<file path="src/verilog/flda_map.svh">
// Register offsets, field positions, reset values and timing counts
`ifndef FLDA_MAP_SVH
`define FLDA_MAP_SVH

`define FLDA_OFS_CTRL      8'h00
`define FLDA_OFS_TXD       8'h04
`define FLDA_OFS_RXD       8'h08
`define FLDA_OFS_STAT      8'h0c

`define FLDA_CTRL_START    0
`define FLDA_CTRL_BCAST    1
`define FLDA_CTRL_CODE_LO  4
`define FLDA_CTRL_CODE_HI  7
`define FLDA_CTRL_DIR      7
`define FLDA_CTRL_LEN_LO   16
`define FLDA_CTRL_LEN_HI   23

`define FLDA_STAT_BUSY     0
`define FLDA_STAT_DONE     1
`define FLDA_STAT_ABORT    2
`define FLDA_STAT_TXFULL   3
`define FLDA_STAT_RXFULL   4
`define FLDA_STAT_CNT_LO   8
`define FLDA_STAT_CNT_HI   15
`define FLDA_STAT_REM_LO   16
`define FLDA_STAT_REM_HI   24

`define FLDA_CTRL_RST      32'h0000_0000
`define FLDA_LEN_256       9'h100

`define FLDA_CLK_NS        40
`define FLDA_BIT_NS        1600
`define FLDA_BIT_CYC       (`FLDA_BIT_NS / `FLDA_CLK_NS)
`define FLDA_FRAME_MAX     32

`endif

</file>
<file path="src/verilog/flda_pkg.sv">
// Types shared by the frame field controller
package flda_pkg;
    typedef enum logic [5:0] {
        ST_IDLE = 6'b00_0001,
        ST_LEN  = 6'b00_0010,
        ST_LACK = 6'b00_0100,
        ST_LOAD = 6'b00_1000,
        ST_DAT  = 6'b01_0000,
        ST_DACK = 6'b10_0000
    } flda_state_t;
endpackage

</file>
<file path="src/verilog/flda_bit_if.sv">
// Bit slot request and answer between field sequencer and bit engine
`timescale 1ns/10ps
`default_nettype none
interface flda_bit_if;
    logic go;
    logic drv;
    logic dout;
    logic done;
    logic din;
    modport ctl (output go, output drv, output dout, input done, input din);
    modport eng (input go, input drv, input dout, output done, output din);
endinterface
`default_nettype wire

</file>
<file path="src/verilog/flda_bitio.sv">
// Bit slot engine: one bus bit per request, master sync every slot
`timescale 1ns/10ps
`default_nettype none
`include "flda_map.svh"
module flda_bitio #(
    parameter int BIT_CYC = `FLDA_BIT_CYC
) (
    input  wire logic   pclk,
    input  wire logic   presetn,
    flda_bit_if.eng     bit_io,
    input  wire logic   bus_dat_i,
    output logic        bus_dat_o,
    output logic        bus_dat_oe,
    output logic        bus_sync_o
);
    logic [15:0] div_r;
    logic        run_r;
    logic        done_r;
    logic        din_r;

    assign bit_io.done = done_r;
    assign bit_io.din  = din_r;

    // Sync on every slot, also when the far unit supplies the bit
    always_ff @(posedge pclk or negedge presetn) begin
        if (!presetn) begin
            run_r      <= 1'b0;
            div_r      <= 16'h0000;
            done_r     <= 1'b0;
            din_r      <= 1'b1;
            bus_dat_o  <= 1'b1;
            bus_dat_oe <= 1'b0;
            bus_sync_o <= 1'b0;
        end else begin
            done_r     <= 1'b0;
            bus_sync_o <= 1'b0;
            if (!run_r) begin
                if (bit_io.go) begin
                    run_r      <= 1'b1;
                    div_r      <= 16'h0000;
                    bus_sync_o <= 1'b1;
                    bus_dat_o  <= bit_io.dout;
                    bus_dat_oe <= bit_io.drv;
                end
            end else if (div_r == 16'(BIT_CYC - 1)) begin
                // Sample at slot end, after the far unit has settled
                run_r      <= 1'b0;
                done_r     <= 1'b1;
                din_r      <= bus_dat_i;
                bus_dat_oe <= 1'b0;
                bus_dat_o  <= 1'b1;
            end else begin
                div_r <= div_r + 16'h0001;
            end
        end
    end
endmodule
`default_nettype wire

</file>
<file path="src/verilog/flda_top.sv">
// Master-side length/data field controller with APB registers
//
// Functional notes
// - Length: 8 bits MSB first, parity, ack
// - Length 01h..ffh is count, 00h is 256
// - Later frames carry remaining byte count
// - Control bit 7 picks who drives data
// - Slave acks even length parity, not broadcast
// - Master acks received length only on even parity
// - Data: 8 bits MSB first, parity, ack
// - Broadcast: acks ignored, no retries
// - Reading master syncs every read bit
// - Even parity bit: one when ones odd
// - Ack slot: zero ack, one nak
// - Data nak on parity or full, then resend
//
// Local design decisions: the APB slave port and the address map.
`timescale 1ns/10ps
`default_nettype none
`include "flda_map.svh"
module flda_top
    import flda_pkg::*;
#(
    parameter int BIT_CYC   = `FLDA_BIT_CYC,
    parameter int FRAME_MAX = `FLDA_FRAME_MAX
) (
    input  wire logic        pclk,
    input  wire logic        presetn,
    input  wire logic [7:0]  paddr,
    input  wire logic        psel,
    input  wire logic        penable,
    input  wire logic        pwrite,
    input  wire logic [31:0] pwdata,
    output logic [31:0]      prdata,
    output logic             pready,
    output logic             pslverr,
    input  wire logic        bus_dat_i,
    output logic             bus_dat_o,
    output logic             bus_dat_oe,
    output logic             bus_sync_o
);
    import flda_pkg::*;

    flda_bit_if bit_if ();

    flda_state_t state_r;
    logic [8:0]  sh_r;
    logic [3:0]  bcnt_r;
    logic        pend_r;
    logic        go_r;
    logic        drv_r;
    logic        dout_r;
    logic        dir_r;
    logic        bc_r;
    logic [8:0]  rem_r;
    logic [7:0]  cnt_r;
    logic [7:0]  txb_r;
    logic        ok_r;
    logic        tx_take_r;
    logic        rx_put_r;
    logic [7:0]  rx_hold_r;
    logic        done_set_r;
    logic        abort_set_r;

    logic [31:0] ctrl_r;
    logic        start_r;
    logic [7:0]  tx_byte_r;
    logic        tx_full_r;
    logic [7:0]  rx_byte_r;
    logic        rx_full_r;
    logic        done_r;
    logic        abort_r;

    logic        wr_acc;
    logic        rd_acc;
    logic        setup;
    logic [8:0]  sh_in;
    logic        acked;
    logic        last;
    logic [7:0]  len_code;

    assign bit_if.go   = go_r;
    assign bit_if.drv  = drv_r;
    assign bit_if.dout = dout_r;

    assign setup    = psel & ~penable;
    assign wr_acc   = psel & penable & pready & pwrite;
    assign rd_acc   = psel & penable & pready & ~pwrite;
    assign sh_in    = {sh_r[7:0], bit_if.din};
    assign len_code = ctrl_r[`FLDA_CTRL_LEN_HI:`FLDA_CTRL_LEN_LO];
    // Zero answer is an ack; broadcast never waits on it
    assign acked    = dir_r ? (bc_r | ~bit_if.din) : ok_r;
    // Frame ends on the last wanted byte or the FRAME_MAX data-field limit
    assign last = (acked && rem_r == 9'h001)
               || (cnt_r == 8'(FRAME_MAX - 1));

    flda_bitio #(
        .BIT_CYC    (BIT_CYC)
    ) u_bitio (
        .pclk       (pclk),
        .presetn    (presetn),
        .bit_io     (bit_if),
        .bus_dat_i  (bus_dat_i),
        .bus_dat_o  (bus_dat_o),
        .bus_dat_oe (bus_dat_oe),
        .bus_sync_o (bus_sync_o)
    );

    // APB slave, zero wait: answer in the cycle after setup
    always_ff @(posedge pclk or negedge presetn) begin
        if (!presetn) begin
            pready  <= 1'b0;
            pslverr <= 1'b0;
            prdata  <= 32'h0000_0000;
        end else begin
            pready  <= setup;
            pslverr <= 1'b0;
            if (setup) begin
                prdata <= 32'h0000_0000;
                unique case (paddr)
                    `FLDA_OFS_CTRL: prdata <= ctrl_r;
                    `FLDA_OFS_TXD:  prdata <= {24'h00_0000, tx_byte_r};
                    `FLDA_OFS_RXD:  prdata <= {24'h00_0000, rx_byte_r};
                    `FLDA_OFS_STAT: begin
                        // Busy covers the flag landing, so an idle read
                        // never shows a finished frame without its outcome
                        prdata[`FLDA_STAT_BUSY]   <= (state_r != ST_IDLE)
                            | done_set_r | abort_set_r;
                        prdata[`FLDA_STAT_DONE]   <= done_r;
                        prdata[`FLDA_STAT_ABORT]  <= abort_r;
                        prdata[`FLDA_STAT_TXFULL] <= tx_full_r;
                        prdata[`FLDA_STAT_RXFULL] <= rx_full_r;
                        prdata[`FLDA_STAT_CNT_HI:`FLDA_STAT_CNT_LO] <= cnt_r;
                        prdata[`FLDA_STAT_REM_HI:`FLDA_STAT_REM_LO] <= rem_r;
                    end
                    default: pslverr <= 1'b1;
                endcase
            end
        end
    end

    // Control register and start strobe
    always_ff @(posedge pclk or negedge presetn) begin
        if (!presetn) begin
            ctrl_r  <= `FLDA_CTRL_RST;
            start_r <= 1'b0;
        end else begin
            start_r <= 1'b0;
            if (wr_acc && paddr == `FLDA_OFS_CTRL) begin
                ctrl_r  <= pwdata;
                ctrl_r[`FLDA_CTRL_START] <= 1'b0;
                start_r <= pwdata[`FLDA_CTRL_START];
            end
        end
    end

    // Transmit holding byte; a write while full is dropped
    always_ff @(posedge pclk or negedge presetn) begin
        if (!presetn) begin
            tx_byte_r <= 8'h00;
            tx_full_r <= 1'b0;
        end else if (wr_acc && paddr == `FLDA_OFS_TXD && !tx_full_r) begin
            tx_byte_r <= pwdata[7:0];
            tx_full_r <= 1'b1;
        end else if (tx_take_r) begin
            tx_full_r <= 1'b0;
        end
    end

    // Receive buffer; new byte wins over a reading clear
    always_ff @(posedge pclk or negedge presetn) begin
        if (!presetn) begin
            rx_byte_r <= 8'h00;
            rx_full_r <= 1'b0;
        end else if (rx_put_r) begin
            rx_byte_r <= rx_hold_r;
            rx_full_r <= 1'b1;
        end else if (rd_acc && paddr == `FLDA_OFS_RXD) begin
            rx_full_r <= 1'b0;
        end
    end

    // Sticky outcome flags, write one to clear, set wins
    always_ff @(posedge pclk or negedge presetn) begin
        if (!presetn) begin
            done_r  <= 1'b0;
            abort_r <= 1'b0;
        end else begin
            if (done_set_r)
                done_r <= 1'b1;
            else if (wr_acc && paddr == `FLDA_OFS_STAT
                     && pwdata[`FLDA_STAT_DONE])
                done_r <= 1'b0;
            if (abort_set_r)
                abort_r <= 1'b1;
            else if (wr_acc && paddr == `FLDA_OFS_STAT
                     && pwdata[`FLDA_STAT_ABORT])
                abort_r <= 1'b0;
        end
    end

    // Field sequencer
    always_ff @(posedge pclk or negedge presetn) begin
        if (!presetn) begin
            state_r     <= ST_IDLE;
            sh_r        <= 9'h000;
            bcnt_r      <= 4'h0;
            pend_r      <= 1'b0;
            go_r        <= 1'b0;
            drv_r       <= 1'b0;
            dout_r      <= 1'b1;
            dir_r       <= 1'b0;
            bc_r        <= 1'b0;
            rem_r       <= 9'h000;
            cnt_r       <= 8'h00;
            txb_r       <= 8'h00;
            ok_r        <= 1'b0;
            tx_take_r   <= 1'b0;
            rx_put_r    <= 1'b0;
            rx_hold_r   <= 8'h00;
            done_set_r  <= 1'b0;
            abort_set_r <= 1'b0;
        end else begin
            go_r        <= 1'b0;
            tx_take_r   <= 1'b0;
            rx_put_r    <= 1'b0;
            done_set_r  <= 1'b0;
            abort_set_r <= 1'b0;
            unique case (state_r)
                ST_IDLE: begin
                    if (start_r) begin
                        // Software reloads the remaining count per frame
                        rem_r  <= (len_code == 8'h00) ? `FLDA_LEN_256
                                                      : {1'b0, len_code};
                        cnt_r  <= 8'h00;
                        bcnt_r <= 4'h0;
                        dir_r  <= ctrl_r[`FLDA_CTRL_DIR];
                        bc_r   <= ~ctrl_r[`FLDA_CTRL_BCAST] ? 1'b0 : 1'b1;
                        sh_r   <= {len_code, ^len_code};
                        state_r <= ST_LEN;
                    end
                end
                ST_LEN, ST_DAT: begin
                    // Nine slots, MSB first then parity; slave drives on reads
                    if (!pend_r) begin
                        go_r   <= 1'b1;
                        pend_r <= 1'b1;
                        drv_r  <= dir_r;
                        dout_r <= sh_r[8];
                    end else if (bit_if.done) begin
                        pend_r <= 1'b0;
                        sh_r   <= sh_in;
                        bcnt_r <= bcnt_r + 4'h1;
                        if (bcnt_r == 4'h8) begin
                            bcnt_r <= 4'h0;
                            if (state_r == ST_LEN) begin
                                if (!dir_r && ^sh_in) begin
                                    // Odd length parity: no ack, give up
                                    abort_set_r <= 1'b1;
                                    state_r     <= ST_IDLE;
                                end else begin
                                    state_r <= ST_LACK;
                                end
                            end else begin
                                rx_hold_r <= sh_in[8:1];
                                ok_r      <= dir_r | (~^sh_in
                                             & ~(rx_full_r | rx_put_r));
                                state_r   <= ST_DACK;
                            end
                        end
                    end
                end
                ST_LACK: begin
                    // On reads this unit answers the length with a zero
                    if (!pend_r) begin
                        go_r   <= 1'b1;
                        pend_r <= 1'b1;
                        drv_r  <= ~dir_r;
                        dout_r <= 1'b0;
                    end else if (bit_if.done) begin
                        pend_r <= 1'b0;
                        if (dir_r && !bc_r && bit_if.din) begin
                            abort_set_r <= 1'b1;
                            state_r     <= ST_IDLE;
                        end else begin
                            sh_r    <= 9'h000;
                            state_r <= dir_r ? ST_LOAD : ST_DAT;
                        end
                    end
                end
                ST_LOAD: begin
                    // Take-pulse guard stops a consumed byte going twice
                    if (tx_full_r && !tx_take_r) begin
                        txb_r   <= tx_byte_r;
                        sh_r    <= {tx_byte_r, ^tx_byte_r};
                        state_r <= ST_DAT;
                    end
                end
                ST_DACK: begin
                    if (!pend_r) begin
                        go_r   <= 1'b1;
                        pend_r <= 1'b1;
                        drv_r  <= ~dir_r & ok_r;
                        dout_r <= 1'b0;
                    end else if (bit_if.done) begin
                        pend_r <= 1'b0;
                        cnt_r  <= cnt_r + 8'h01;
                        if (acked) begin
                            rem_r     <= rem_r - 9'h001;
                            tx_take_r <= dir_r;
                            rx_put_r  <= ~dir_r;
                        end
                        if (last) begin
                            done_set_r <= 1'b1;
                            state_r    <= ST_IDLE;
                        end else if (dir_r && acked) begin
                            state_r <= ST_LOAD;
                        end else if (dir_r) begin
                            // Nak: same byte again
                            sh_r    <= {txb_r, ^txb_r};
                            state_r <= ST_DAT;
                        end else begin
                            sh_r    <= 9'h000;
                            state_r <= ST_DAT;
                        end
                    end
                end
                default: state_r <= ST_IDLE;
            endcase
        end
    end
endmodule
`default_nettype wire

</file>
<file path="config.mk">
export PLATFORM = sky130hd
export DESIGN_NAME = flda_top
export DESIGN_NICKNAME = d
export VERILOG_FILES = /design/src/verilog/flda_pkg.sv /design/src/verilog/flda_bit_if.sv /design/src/verilog/flda_bitio.sv /design/src/verilog/flda_top.sv
export VERILOG_INCLUDE_DIRS = /design/src /design/src/verilog
export SDC_FILE = /design/constraint.sdc
export NUM_CORES = 1
export LEC_CHECK = 0
export BUFFER_PORTS_ARGS = -buffer_cell sky130_fd_sc_hd__buf_2
export CORE_ASPECT_RATIO = 0.7
export CORE_MARGIN = 3
export CORE_UTILIZATION = 66
export CTS_BUF_LIST = sky130_fd_sc_hd__clkbuf_8
export DETAILED_ROUTE_END_ITERATION = 8
export GPL_TIMING_DRIVEN = 0
export PLACE_DENSITY_LB_ADDON = 0.3
export SLEW_MARGIN = 30
export SYNTH_ARGS = -nofsm -noshare
export SYNTH_HDL_FRONTEND = slang
export SYNTH_SLANG_ARGS = --single-unit
</file>
<file path="constraint.sdc">
create_clock -name pclk -period 4.08 [get_ports pclk]
set_clock_uncertainty 0.15 [all_clocks]
set_input_delay 0.408 -clock pclk [delete_from_list [all_inputs] [get_ports pclk]]
set_output_delay 0.408 -clock pclk [all_outputs]
set_load 0.005 [all_outputs]
</file>
=== Yosys cells after proc, flatten, opt, wreduce, memory -nomap -nowiden ===
Cells that the tools add are included.

* Bits in registers: 171
* Bits of input ports: 46
* Output and inout bits: 37
* Word-level logic and storage cells: 251

* $add $sub $neg: 4
* Eq/ne operators: 33
* Muxes and demuxes: 108
* Bitwise gates (word level): 18
* Reduce and logical (&&, ||, !) cells: 52

{| class="wikitable"
|+ Operator list
! kind !! count
|-
| 9-bit 2-to-1 mux || 17
|-
| 6-bit 2-to-1 mux || 10
|-
| 1-bit 2-to-1 mux || 54
|-
| 16-bit 2-to-1 mux || 3
|-
| 9-bit one-hot mux with 5 select lines || 1
|-
| 17-bit one-hot mux with 2 select lines || 1
|-
| 2-bit inequality test (second input constant) || 16
|-
| 6-bit one-hot mux with 5 select lines || 1
|-
| 8-bit 2-to-1 mux || 3
|-
| 8-bit XOR reduction || 3
|-
| 5-bit 2-to-1 mux || 4
|-
| 5-bit one-hot mux with 4 select lines || 1
|-
| 9-bit one-hot mux with 2 select lines || 1
|-
| 16-bit by 1-bit adder with 16-bit output (second input constant) || 1
|-
| 16-bit by 6-bit equality test with 1-bit output (second input constant) || 1
|-
| 8-bit by 4-bit equality test with 1-bit output (second input constant) || 2
|-
| 8-bit zero test || 2
|-
| 4-bit 2-to-1 mux || 4
|-
| 8-bit one-hot mux with 2 select lines || 1
|-
| 2-bit nonzero test || 8
|-
| 1-bit logical AND || 13
|-
| 12-bit AND reduction || 1
|-
| 4-bit AND reduction || 3
|-
| 2-bit AND reduction || 5
|-
| 35 further kinds || 59
|}

=== Logic depth before layout (Yosys ltp) ===
Gate-level depths: netlist (run 1).

* Word-level depth: 9
* Mapped depth: 8
* Depth with buffers taken out: 7

=== Cells and area by module ===
Synthesis (run 1) repeated with hierarchy kept, for this count alone.

* Cells, all modules: 772
* Area total of the unflattened synthesis: 8329.2 sq um

{| class="wikitable"
|+ By module, submodules not included
! module !! instances !! cells each !! area each (sq um)
|-
| flda_top || 1 || 656 || 7143.1
|-
| flda_bitio || 1 || 116 || 1186.1
|}

=== Least setup slack after synthesis (run 1) ===
No wires, ideal clock.

* Kind: reg-to-reg
* Start: reg state_r[5]
* End: reg txb_r[0]
* Setup time: 0.125 ns
* Arrival time: 2.067 ns
* Data required time: 3.805 ns
* Path slack: 1.737 ns
* Cell stages (with the launch flop): 7
* Buffers on the path: 1
* Cell sequence: dfrtp_1 buf_6 or4_4 or3b_1 and3_4 nand3_4 mux2_4

* Cells in the longest elaborated chain, start to end: 2

{| class="wikitable"
|+ RTL lines
! what !! line !! RTL
|-
| from (decl) || flda_top.sv:46 || <nowiki>flda_state_t state_r;</nowiki>
|-
| from (signal assigned) || flda_top.sv:287 || <nowiki>state_r <= dir_r ? ST_LOAD : ST_DAT;</nowiki>
|-
| 6-bit by 4-bit equality test with 1-bit output || flda_top.sv:229 || <nowiki>unique case (state_r)</nowiki>
|-
| 2-bit AND reduction (no source line) || -- ||
|-
| to (signal assigned) || flda_top.sv:294 || <nowiki>txb_r <= tx_byte_r;</nowiki>
|-
| to (decl) || flda_top.sv:57 || <nowiki>logic [7:0] txb_r;</nowiki>
|}

No other way between the ends.
A chain may end at the register's enable or synchronous reset.

=== Worst setup path after layout (run 1) ===
* Start: reg state_r[3]
* End: reg cnt_r[3]

* Cells in the longest elaborated chain, start to end: 3

{| class="wikitable"
|+ RTL lines
! what !! line !! RTL
|-
| 6-bit equality test or 6-bit by 1-bit equality test with 1-bit output (tied branches) || flda_top.sv:229 ||
|-
| 2-bit by 1-bit inequality test with 1-bit output (no source line) (tied with other cells) || -- ||
|-
| 4-bit AND reduction (no source line) || -- ||
|-
| to (signal assigned) || flda_top.sv:307 || <nowiki>cnt_r <= cnt_r + 8'h01;</nowiki>
|-
| to (decl) || flda_top.sv:56 || <nowiki>logic [7:0] cnt_r;</nowiki>
|}

Parallel ways exist; a longest one is shown, timed or not.

==> flow_metrics.py, run 1 <==
metrics = {
    "power_and_ir_drop": {
        "p_leak_uw": 0.004670,
        "peakVddDrop_v": 0.0002272,
        "pwr_density_cell_mw_per_mm2": 356.0,
    },
    "synth": {
        "synth_edf_count": 0,
        "synth_warnings": 0,
        "async_flop_share": 1.000,
        "ys_seq_elements": 171,
        "synth_nets": 821,
        "syn_inst": 765,
        "synthDominantCellAreaShare": 0.4971,
        "synth_area_leaders": "dfrtp_1 50%, mux2_2 3.8%, nor2_1 2.9%",
        "netlist_area_mm2": 0.008407,
        "ys.flop_type": "dfrtp_1",
        "synth_cell_type_count": 76,
        "syn_area_per_cell_um2": 10.99,
        "synth-seq-area-share": 0.5096,
        "synth_top_area_cell": "dfrtp_1",
    },
    "clock_tree": {
        "cts_buffer_depth": 2,
        "clock_sinks": 171,
        "htreeDepth": 4,
        "post_cts_resized": 0,
        "clk_latency_ns": 0.48,
        "cts_buffers": 17,
        "cts_tree": "yes",
        "clk_pin_slew_worst_paths_ns": 0.10,
        "cts_root_buffer": "clkbuf_8",
    },
    "timing": {
        "period_needed_ns": 2.765,
        "holdWs_ns": 0.01733,
        "max_clock_freq_ghz": 0.3617,
        "worstMarginPinSlew_ns": 0.7669,
        "final_max_slew_viol_count": 0,
        "timing.final.crit_share": 0.6777,
        "slew_headroom": 0.4848,
        "rsz0062_at_grt": "no",
        "finalHoldViolations": 0,
        "setup_viol": 0,
        "fin_ws_ns": 1.315,
    },
    "floorplanning": {
        "core_area_mm2": 0.01206,
        "num_rows": 33,
        "io_pins": 83,
        "fp.dieH_um": 100.4,
        "fp.dieW_um": 140.9,
        "dieArea_mm2": 0.01415,
        "start_util": 0.6973,
    },
    "layout": {
        "fin_nets": 936,
        "regArea_mm2": 0.004284,
        "diodes": 0,
        "fill_cells": 722,
        "area_delta_synth_final_pct": 14.09,
        "drive_gt1_frac": 0.2195,
        "multi_input_area_mm2": 0.003840,
    },
    "global_routing": {
        "antenna_found_initial": 0,
        "grtUsageMet3": 0.07381,
        "use_met1": 0.4819,
        "grt_use_met2": 0.4993,
        "busiest_layer": "met2",
        "grt_pass1_vias": 6813,
        "grt_pass1_wl_um": 36380,
        "globalRoute.totalOverflow": 0,
        "track_usage": 0.3277,
        "grt_start_max_net_pins": 90,
    },
    "critical_path": {
        "rrSetupSlack_ns": 1.31,
        "crit_arrival_ns": 3.01,
        "crit_path_end_kind": "flop",
        "path_max_fanout": 10,
        "cp.required_ns": 4.33,
        "r2r_cells": 7,
        "critical_path_class": "reg2reg",
        "reg2reg_from": "state_r[3]",
        "cp-start-kind": "flop",
        "r2r_end": "cnt_r[3]",
    },
    "run": {
        "cap_violations": 0,
    },
    "route": {
        "ant_nets": 0,
        "vias_per_cell": 6.649,
        "drcViolationCount": 0,
        "dr.pass1.iters": 5,
        "drtIter0Drc": 741,
        "wl_per_cell_um": 21.50,
        "wl_um": 22570,
        "via_count": 6981,
    },
    "run_status": {
        "status": "finished clean",
    },
    "placed_design": {
        "post-place-ws_ns": 1.321,
        "gp_congestion": 0.9369,
        "port_buffers": 82,
        "hpwlAfterDp_um": 15880,
    },
    "hold_path": {
        "holdCritStartpoint": "pwdata[23]",
        "holdPathEnd": "ctrl_r[23]",
        "hp-class": "in2reg",
        "hold_depth": 3,
    },
}
==> layout by cell type, fill, tap and decap left out, types with 26 or more instances in the layout <==
cell / instances
buf_2: 92
xnor2_1: 26
o21ai_0: 31
dfrtp_1: 167
a21oi_1: 28
mux2_2: 28
inv_1: 27
nand3_1: 35
clkbuf_1: 26
nor2_1: 65
nand2_1: 53
==> worst max-delay path by stage <==
stage,startpoint,endpoint,cells after the start
6_report,state_r[3],cnt_r[3],7
5_1_grt,state_r[3],sh_r[7],7
4_1_cts,state_r[3],cnt_r[3],7
3_5_place_dp,paddr[5],ctrl_r[5],8
3_3_place_gp,presetn,ctrl_r[28],1
2_1_floorplan,state_r[5],txb_r[0],6
==> layout make-up <==
cell class / count / area share
Multi-Input combinational cell: 525 / 0.4003
Clock buffer: 17 / 0.02439
Sequential cell: 171 / 0.4466
Tap cell: 157 / 0.02048
Buffer: 41 / 0.01905
Clock inverter: 15 / 0.01787
Timing Repair Buffer: 96 / 0.06027
Inverter: 28 / 0.01096
==> worst max-delay path: stages, from the launching register on <==
cell,delay (ns)
dfrtp_1,0.36
buf_2,0.18
or4_1,0.52
nor2_1,0.39
o211ai_1,0.33
buf_2,0.28
or3_1,0.35
a21oi_1,0.14
==> layer usage <==
metal / share of wire / up-vias
met5: 0 / -
met3: 0.094 / 48
met4: 0.022 / 0
met1: 0.43 / 3524
met2: 0.46 / 365
li1: - / 3044
==> cell usage after synthesis, types with 9 or more instances <==
cell type / n
dfrtp_1: 167
nor2_1: 65
nand2_1: 53
nand3_1: 35
o21ai_0: 31
a21oi_1: 28
mux2_2: 28
clkbuf_1: 26
inv_1: 26
xnor2_1: 26
mux2_1: 21
a22o_1: 18
a221oi_1: 17
mux2_4: 16
a31oi_1: 11
buf_2: 11
ha_1: 10
and3_1: 9
nand2b_1: 9
==> stage by stage <==
step	instances	setup TNS, ns	utilization	instance area, µm²	power [µW]
CTS	1048	0	0.7935	9567	3401
finish	1050	0	0.7956	9592	3415
floorplan	765	0	-	8407	2056
global route	1050	0	0.7956	9592	3525
detailed placement	1005	0	0.7507	9051	2216
global placement	1004	-0.3164	0.7476	9014	2198
==> report_power, final <==
group | total, µW | leakage (µW) | switching [µW] | internal (µW)
sequential | 1780 | 0.00225 | 41.0 | 1740
clock | 1210 | 0.000207 | 749 | 465
combinational | 423 | 0.00221 | 248 | 175
==> sequential cells by signal, summed over array words and instances (netlist names), 8 cells and up <==
signal	cells
rx_hold_r	8
rx_byte_r	8
txb_r	8
prdata	32
cnt_r	8
u_bitio.div_r	16
sh_r	9
tx_byte_r	8
ctrl_r	31
rem_r	9
==> cell families after synthesis <==
logic type	synth area share
and+or+nand+nor	0.1515
DFF	0.5096
AOI/OAI and AO/OA	0.1383
muxes	0.1145
buffers and inverters	0.03423
xor gates and xnor gates	0.03706
adders and majority gates	0.01488
==> repair_timing <==
| item | in CTS | in global routing |
|---|---|---|
| hold buffers | 11 | 2 |
| hold endpoints to repair | 88 | 2 |
| setup endpoints to repair | 0 | 0 |
| buffers inserted | 0 | 0 |
Power figures use the tool's default switching activity.
==> run 2, diff against run 1 <==
CORE_UTILIZATION = 61   (was 66)
clock period = 2.7 ns   (was 4.08 ns; I/O delays follow)
==> flow_metrics.py, run 2 (synthesis gave the netlist of run 1 again) <==
metrics = {
    "clock_tree": {
        "cts_root_buffer": "clkbuf_8",
        "cts_buffers": 17,
        "clk_latency_ns": 0.47,
        "cts_buffer_depth": 2,
        "clock_sinks": 171,
        "cts_tree": "yes",
        "clk_pin_slew_worst_paths_ns": 0.11,
        "htreeDepth": 4,
    },
    "layout": {
        "largest_register": "prdata",
        "area_delta_synth_final_pct": 17.83,
        "fin_nets": 960,
        "final_common_cell": "dfrtp_1",
        "mostFrequentLayoutCells": "167 x dfrtp_1, 92 x buf_2, 63 x nor2_1, 53 x nand2_1",
        "diodes": 0,
        "regArea_mm2": 0.004284,
        "largestRegisters": "prdata: 32 flops, ctrl_r: 31 flops, u_bitio.div_r: 16 flops",
        "drive_gt1_frac": 0.2227,
        "fill_cells": 905,
        "multi_input_area_mm2": 0.003880,
        "largest_reg_flops": 32,
    },
    "power_and_ir_drop": {
        "p_total_uw": 5164,
        "pwr_density_cell_mw_per_mm2": 521.4,
        "peakVddDrop_v": 0.0003574,
        "p_leak_uw": 0.004779,
    },
    "floorplanning": {
        "num_rows": 35,
        "start_util": 0.6315,
        "core_area_mm2": 0.01331,
        "dieArea_mm2": 0.01525,
        "io_pins": 83,
        "fp.dieW_um": 146.3,
        "fp.dieH_um": 104.2,
    },
    "global_routing": {
        "grt_pass1_vias": 7077,
        "use_met1": 0.4231,
        "busiest_layer": "met2",
        "globalRoute.totalOverflow": 0,
        "grt_pass1_wl_um": 36880,
        "grt_use_met2": 0.4648,
        "grtUsageMet3": 0.08101,
        "track_usage": 0.3027,
        "grt_start_max_net_pins": 69,
        "antenna_found_initial": 0,
    },
    "timing": {
        "fin_ws_ns": 0.04626,
        "final_max_slew_viol_count": 0,
        "setup_viol": 0,
        "finalHoldViolations": 0,
        "slew_headroom": 0.4383,
        "period_needed_ns": 2.654,
        "worstMarginPinSlew_ns": 0.8361,
        "max_clock_freq_ghz": 0.3768,
        "timing.final.crit_share": 0.9829,
    },
    "hold_path": {
        "hold_depth": 4,
        "holdCritStartpoint": "penable",
        "hp-class": "in2reg",
    },
    "placed_design": {
        "post-place-ws_ns": -0.06937,
        "port_buffers": 82,
        "hpwlAfterDp_um": 15240,
        "gp_congestion": 0.9178,
    },
    "critical_path": {
        "crit_top_cell": "buf_2",
        "cp-start-kind": "flop",
        "crit_arrival_ns": 2.90,
        "critPathLaunch": "state_r[3]",
        "reg2reg_from": "state_r[3]",
        "critPathTopFamily": "simple AND/OR/NAND/NOR gates",
        "path_max_fanout": 10,
        "crit_buf_inv": 3,
        "cp.required_ns": 2.95,
        "cpMaxStageDelayCell": "or4_1",
        "crit_path_max_incr_delay_ns": 0.58,
        "r2r_cells": 8,
        "critical_path_class": "reg2reg",
        "cp_cell_sequence": "buf_2 > or4_1 > nor2_2 > o211ai_1 > buf_4 > buf_2 > or3_1 > a21oi_1",
        "crit_path_end_kind": "flop",
        "cp_num_cells": 8,
    },
    "route": {
        "via_count": 6935,
        "ant_nets": 0,
        "drtIter0Drc": 633,
        "drcViolationCount": 0,
        "vias_per_cell": 6.299,
        "wl_um": 22100,
        "wl_per_cell_um": 20.08,
        "dr.pass1.iters": 8,
    },
    "run_status": {
        "status": "finished clean",
    },
    "run": {
        "cap_violations": 0,
    },
}
==> run 2: cell type report <==
type                    count  area share
flip-flops and latches    171      0.4325
clock buffers              17     0.02362
well taps                 185     0.02337
inverters                  28     0.01061
multi-input cells         525      0.3917
clock inverters            14     0.01554
repair buffers            120     0.08412
plain buffers              41     0.01857
==> run 2: through the flow <==
stage	instance area, µm²	TNS [ns]	std cells	utilization	hold slack [ns]
6_report	9906	0	1101	0.7441	0.03180
5_1_grt	9906	-0.1791	1101	0.7441	0.03695
4_1_cts	9854	0	1100	0.7402	0.01154
3_5_place_dp	9114	-0.7998	1034	0.6846	0.02124
3_3_place_gp	9049	-210.95	1032	0.6797	0.2995
2_1_floorplan	8407	0	765	-	-0.1756
==> run 2: tightest hold or removal path, stage by stage <==
cell	delay (ns)
buf_2	0.11
nand3_1	0.09
o41ai_1	0.09
nand2b_1	0.07
==> run 2: repair_timing <==
item / CTS / global route
setup buffers: 0 / 1
gates resized for setup: 1 / 9
endpoints found under the setup margin: 3 / 18
endpoints found under the hold margin: 211 / 0
gates cloned: 0 / 0
hold buffers: 35 / 0
pin swaps: 0 / 1
==> run 2: layer usage <==
metal	vias to the layer above	part of all wire
met4	0	0.026
met2	361	0.46
li1	3086	-
met1	3432	0.43
met5	-	0
met3	56	0.090
==> run 2: path summary, 6_finish.rpt <==
path	to	slack [ns]
max	cnt_r[3]	0.05
min	rx_full_r	0.03
max reg2reg	cnt_r[3]	0.05
min reg2reg	bit_if.dout	0.33
max in group asynchronous	u_bitio.bit_io.din	1.62
min in group asynchronous	txb_r[4]	0.13
==> run 2: report_power, final <==
group	leakage, µW	total (µW)	internal (µW)	switching (µW)
registers	0.00225	2690	2620	66.1
clock network	0.000192	1780	687	1090
logic	0.00234	695	301	394
total	0.00478	5160	3610	1550
==> run 3, diff against run 2 <==
PLACE_DENSITY = 0.82   (was default)
PLACE_DENSITY_LB_ADDON = default   (was 0.3)
==> flow_metrics.py, run 3 (synthesis gave the netlist of run 1 again) <==
metrics = {
    "run_status": {
        "status": "finished clean",
    },
    "timing": {
        "setup_viol": 0,
        "final_max_slew_viol_count": 0,
        "period_needed_ns": 2.622,
        "setup_tns_ns": 0,
        "slew_headroom": 0.4233,
        "worstMarginPinSlew_ns": 0.8584,
        "finalHoldViolations": 0,
        "max_clock_freq_ghz": 0.3814,
        "timing.final.crit_share": 0.9710,
        "rsz0062_at_grt": "no",
    },
    "route": {
        "drtIter0Drc": 545,
        "vias_per_cell": 6.280,
        "ant_nets": 0,
        "wl_um": 22230,
        "drcViolationCount": 0,
        "wl_per_cell_um": 20.17,
        "via_count": 6921,
        "dr.pass1.iters": 5,
    },
    "critical_path": {
        "crit_buf_inv": 3,
        "crit_path_max_incr_delay_ns": 0.56,
        "critical_path_class": "reg2reg",
        "cpMaxStageDelayCell": "or4_1",
        "critPathTopFamily": "simple AND/OR/NAND/NOR gates",
        "crit_top_cell": "buf_2",
        "cp-start-kind": "flop",
        "cp_cell_sequence": "buf_2 > or4_1 > nor2_2 > o211ai_1 > buf_4 > buf_2 > or3_1 > a21oi_1",
        "path_max_fanout": 10,
        "crit_path_end_kind": "flop",
        "cp.required_ns": 2.94,
        "crit_arrival_ns": 2.86,
    },
    "clock_tree": {
        "cts_buffer_depth": 2,
        "clock_sinks": 171,
        "cts_root_buffer": "clkbuf_8",
        "clk_latency_ns": 0.47,
        "cts_tree": "yes",
        "clk_pin_slew_worst_paths_ns": 0.11,
        "htreeDepth": 4,
        "cts_buffers": 17,
    },
    "global_routing": {
        "grt_pass1_vias": 6928,
        "globalRoute.totalOverflow": 0,
        "grt_pass1_wl_um": 36380,
        "antenna_found_initial": 0,
        "grt_start_max_net_pins": 74,
        "track_usage": 0.2991,
    },
    "power_and_ir_drop": {
        "pwr_density_cell_mw_per_mm2": 529.5,
        "peakVddDrop_v": 0.0003976,
        "p_leak_uw": 0.004790,
    },
    "layout": {
        "final_common_cell": "dfrtp_1",
        "post-route-util": 0.7455,
        "largestRegisters": "prdata: 32 flops, ctrl_r: 31 flops, u_bitio.div_r: 16 flops",
        "fill_cells": 864,
        "drive_gt1_frac": 0.2203,
        "diodes": 0,
        "area_delta_synth_final_pct": 18.05,
        "mostFrequentLayoutCells": "167 x dfrtp_1, 92 x buf_2, 64 x nor2_1, 53 x nand2_1, 36 x dlygate4sd3_1",
        "fin_nets": 961,
        "largest_register": "prdata",
        "largest_reg_flops": 32,
    },
    "floorplanning": {
        "dieArea_mm2": 0.01525,
        "fp.dieH_um": 104.2,
        "num_rows": 35,
        "start_util": 0.6315,
        "core_area_mm2": 0.01331,
        "io_pins": 83,
        "fp.dieW_um": 146.3,
    },
    "placed_design": {
        "hpwlAfterDp_um": 15340,
        "port_buffers": 82,
        "gp_congestion": 0.9359,
    },
    "hold_path": {
        "hp-class": "in2reg",
    },
    "run": {
        "cap_violations": 0,
    },
}
run 3: path summary, 6_finish.rpt:
check / start / to / slack (ns) / depth (start not counted)
max reg2reg: state_r[3] / cnt_r[3] / 0.08 / 8
max: state_r[3] / cnt_r[3] / 0.08 / 8
min in group asynchronous: presetn / state_r[5] / 0.12 / 2
max in group asynchronous: presetn / cnt_r[2] / 1.29 / 4
min reg2reg: bit_if.dout / bit_if.dout / 0.33 / 2
min: psel / rx_full_r / 0.04 / 4
run 3: report_power, final:
part | total (µW) | leakage (µW) | internal, µW | switching, µW
Combinational | 689 | 0.00234 | 302 | 387
Clock | 1880 | 0.000203 | 783 | 1090
Sequential | 2690 | 0.00225 | 2620 | 66.7
Total | 5260 | 0.00479 | 3710 | 1550
run 3: worst min-delay path: cells and delay by family:
family | cells | cell delay [ns]
buffers and inverters | 1 | 0.11
and+or+nand+nor | 2 | 0.15
AOI/OAI and AO/OA | 1 | 0.08
run 3: cell type report:
class,count,area (µm²),share of cell area
Buffer,41,182.7,0.01841
Clock buffer,17,234.0,0.02358
Clock inverter,14,175.2,0.01765
Inverter,28,105.1,0.01059
Multi-Input combinational cell,525,3869,0.3898
Sequential cell,171,4284,0.4317
Tap cell,185,231.5,0.02332
Timing Repair Buffer,121,843.3,0.08497
run 3: stage by stage:
stage	instances	setup WS (ns)	power, µW	hold slack (ns)	cell area [µm²]
6_report	1102	0.07835	5255	0.03580	9925
5_1_grt	1102	0.002459	5455	0.06684	9925
4_1_cts	1101	0.01298	5244	0.01569	9886
3_5_place_dp	1034	-0.03932	3356	0.02911	9114
3_3_place_gp	1032	-1.289	3320	0.2993	9049
2_1_floorplan	765	0.3575	3107	-0.1756	8407
run 3: per-layer routing:
layer  track usage  wire [µm]  up-vias
met3       0.06228       1791       45
met4       0.08389        421        0
met1        0.4260       9633     3458
li1              -          -     3083
met2        0.4714      10380      335
met5             0          0        -
run 3: timing repair:
| action | CTS | global route |
|---|---|---|
| endpoints found under the hold margin | 141 | 0 |
| pin swaps | 0 | 1 |
| gates resized for setup | 1 | 4 |
| setup endpoints to repair | 2 | 22 |
| setup buffers | 0 | 1 |
| hold buffers | 36 | 0 |
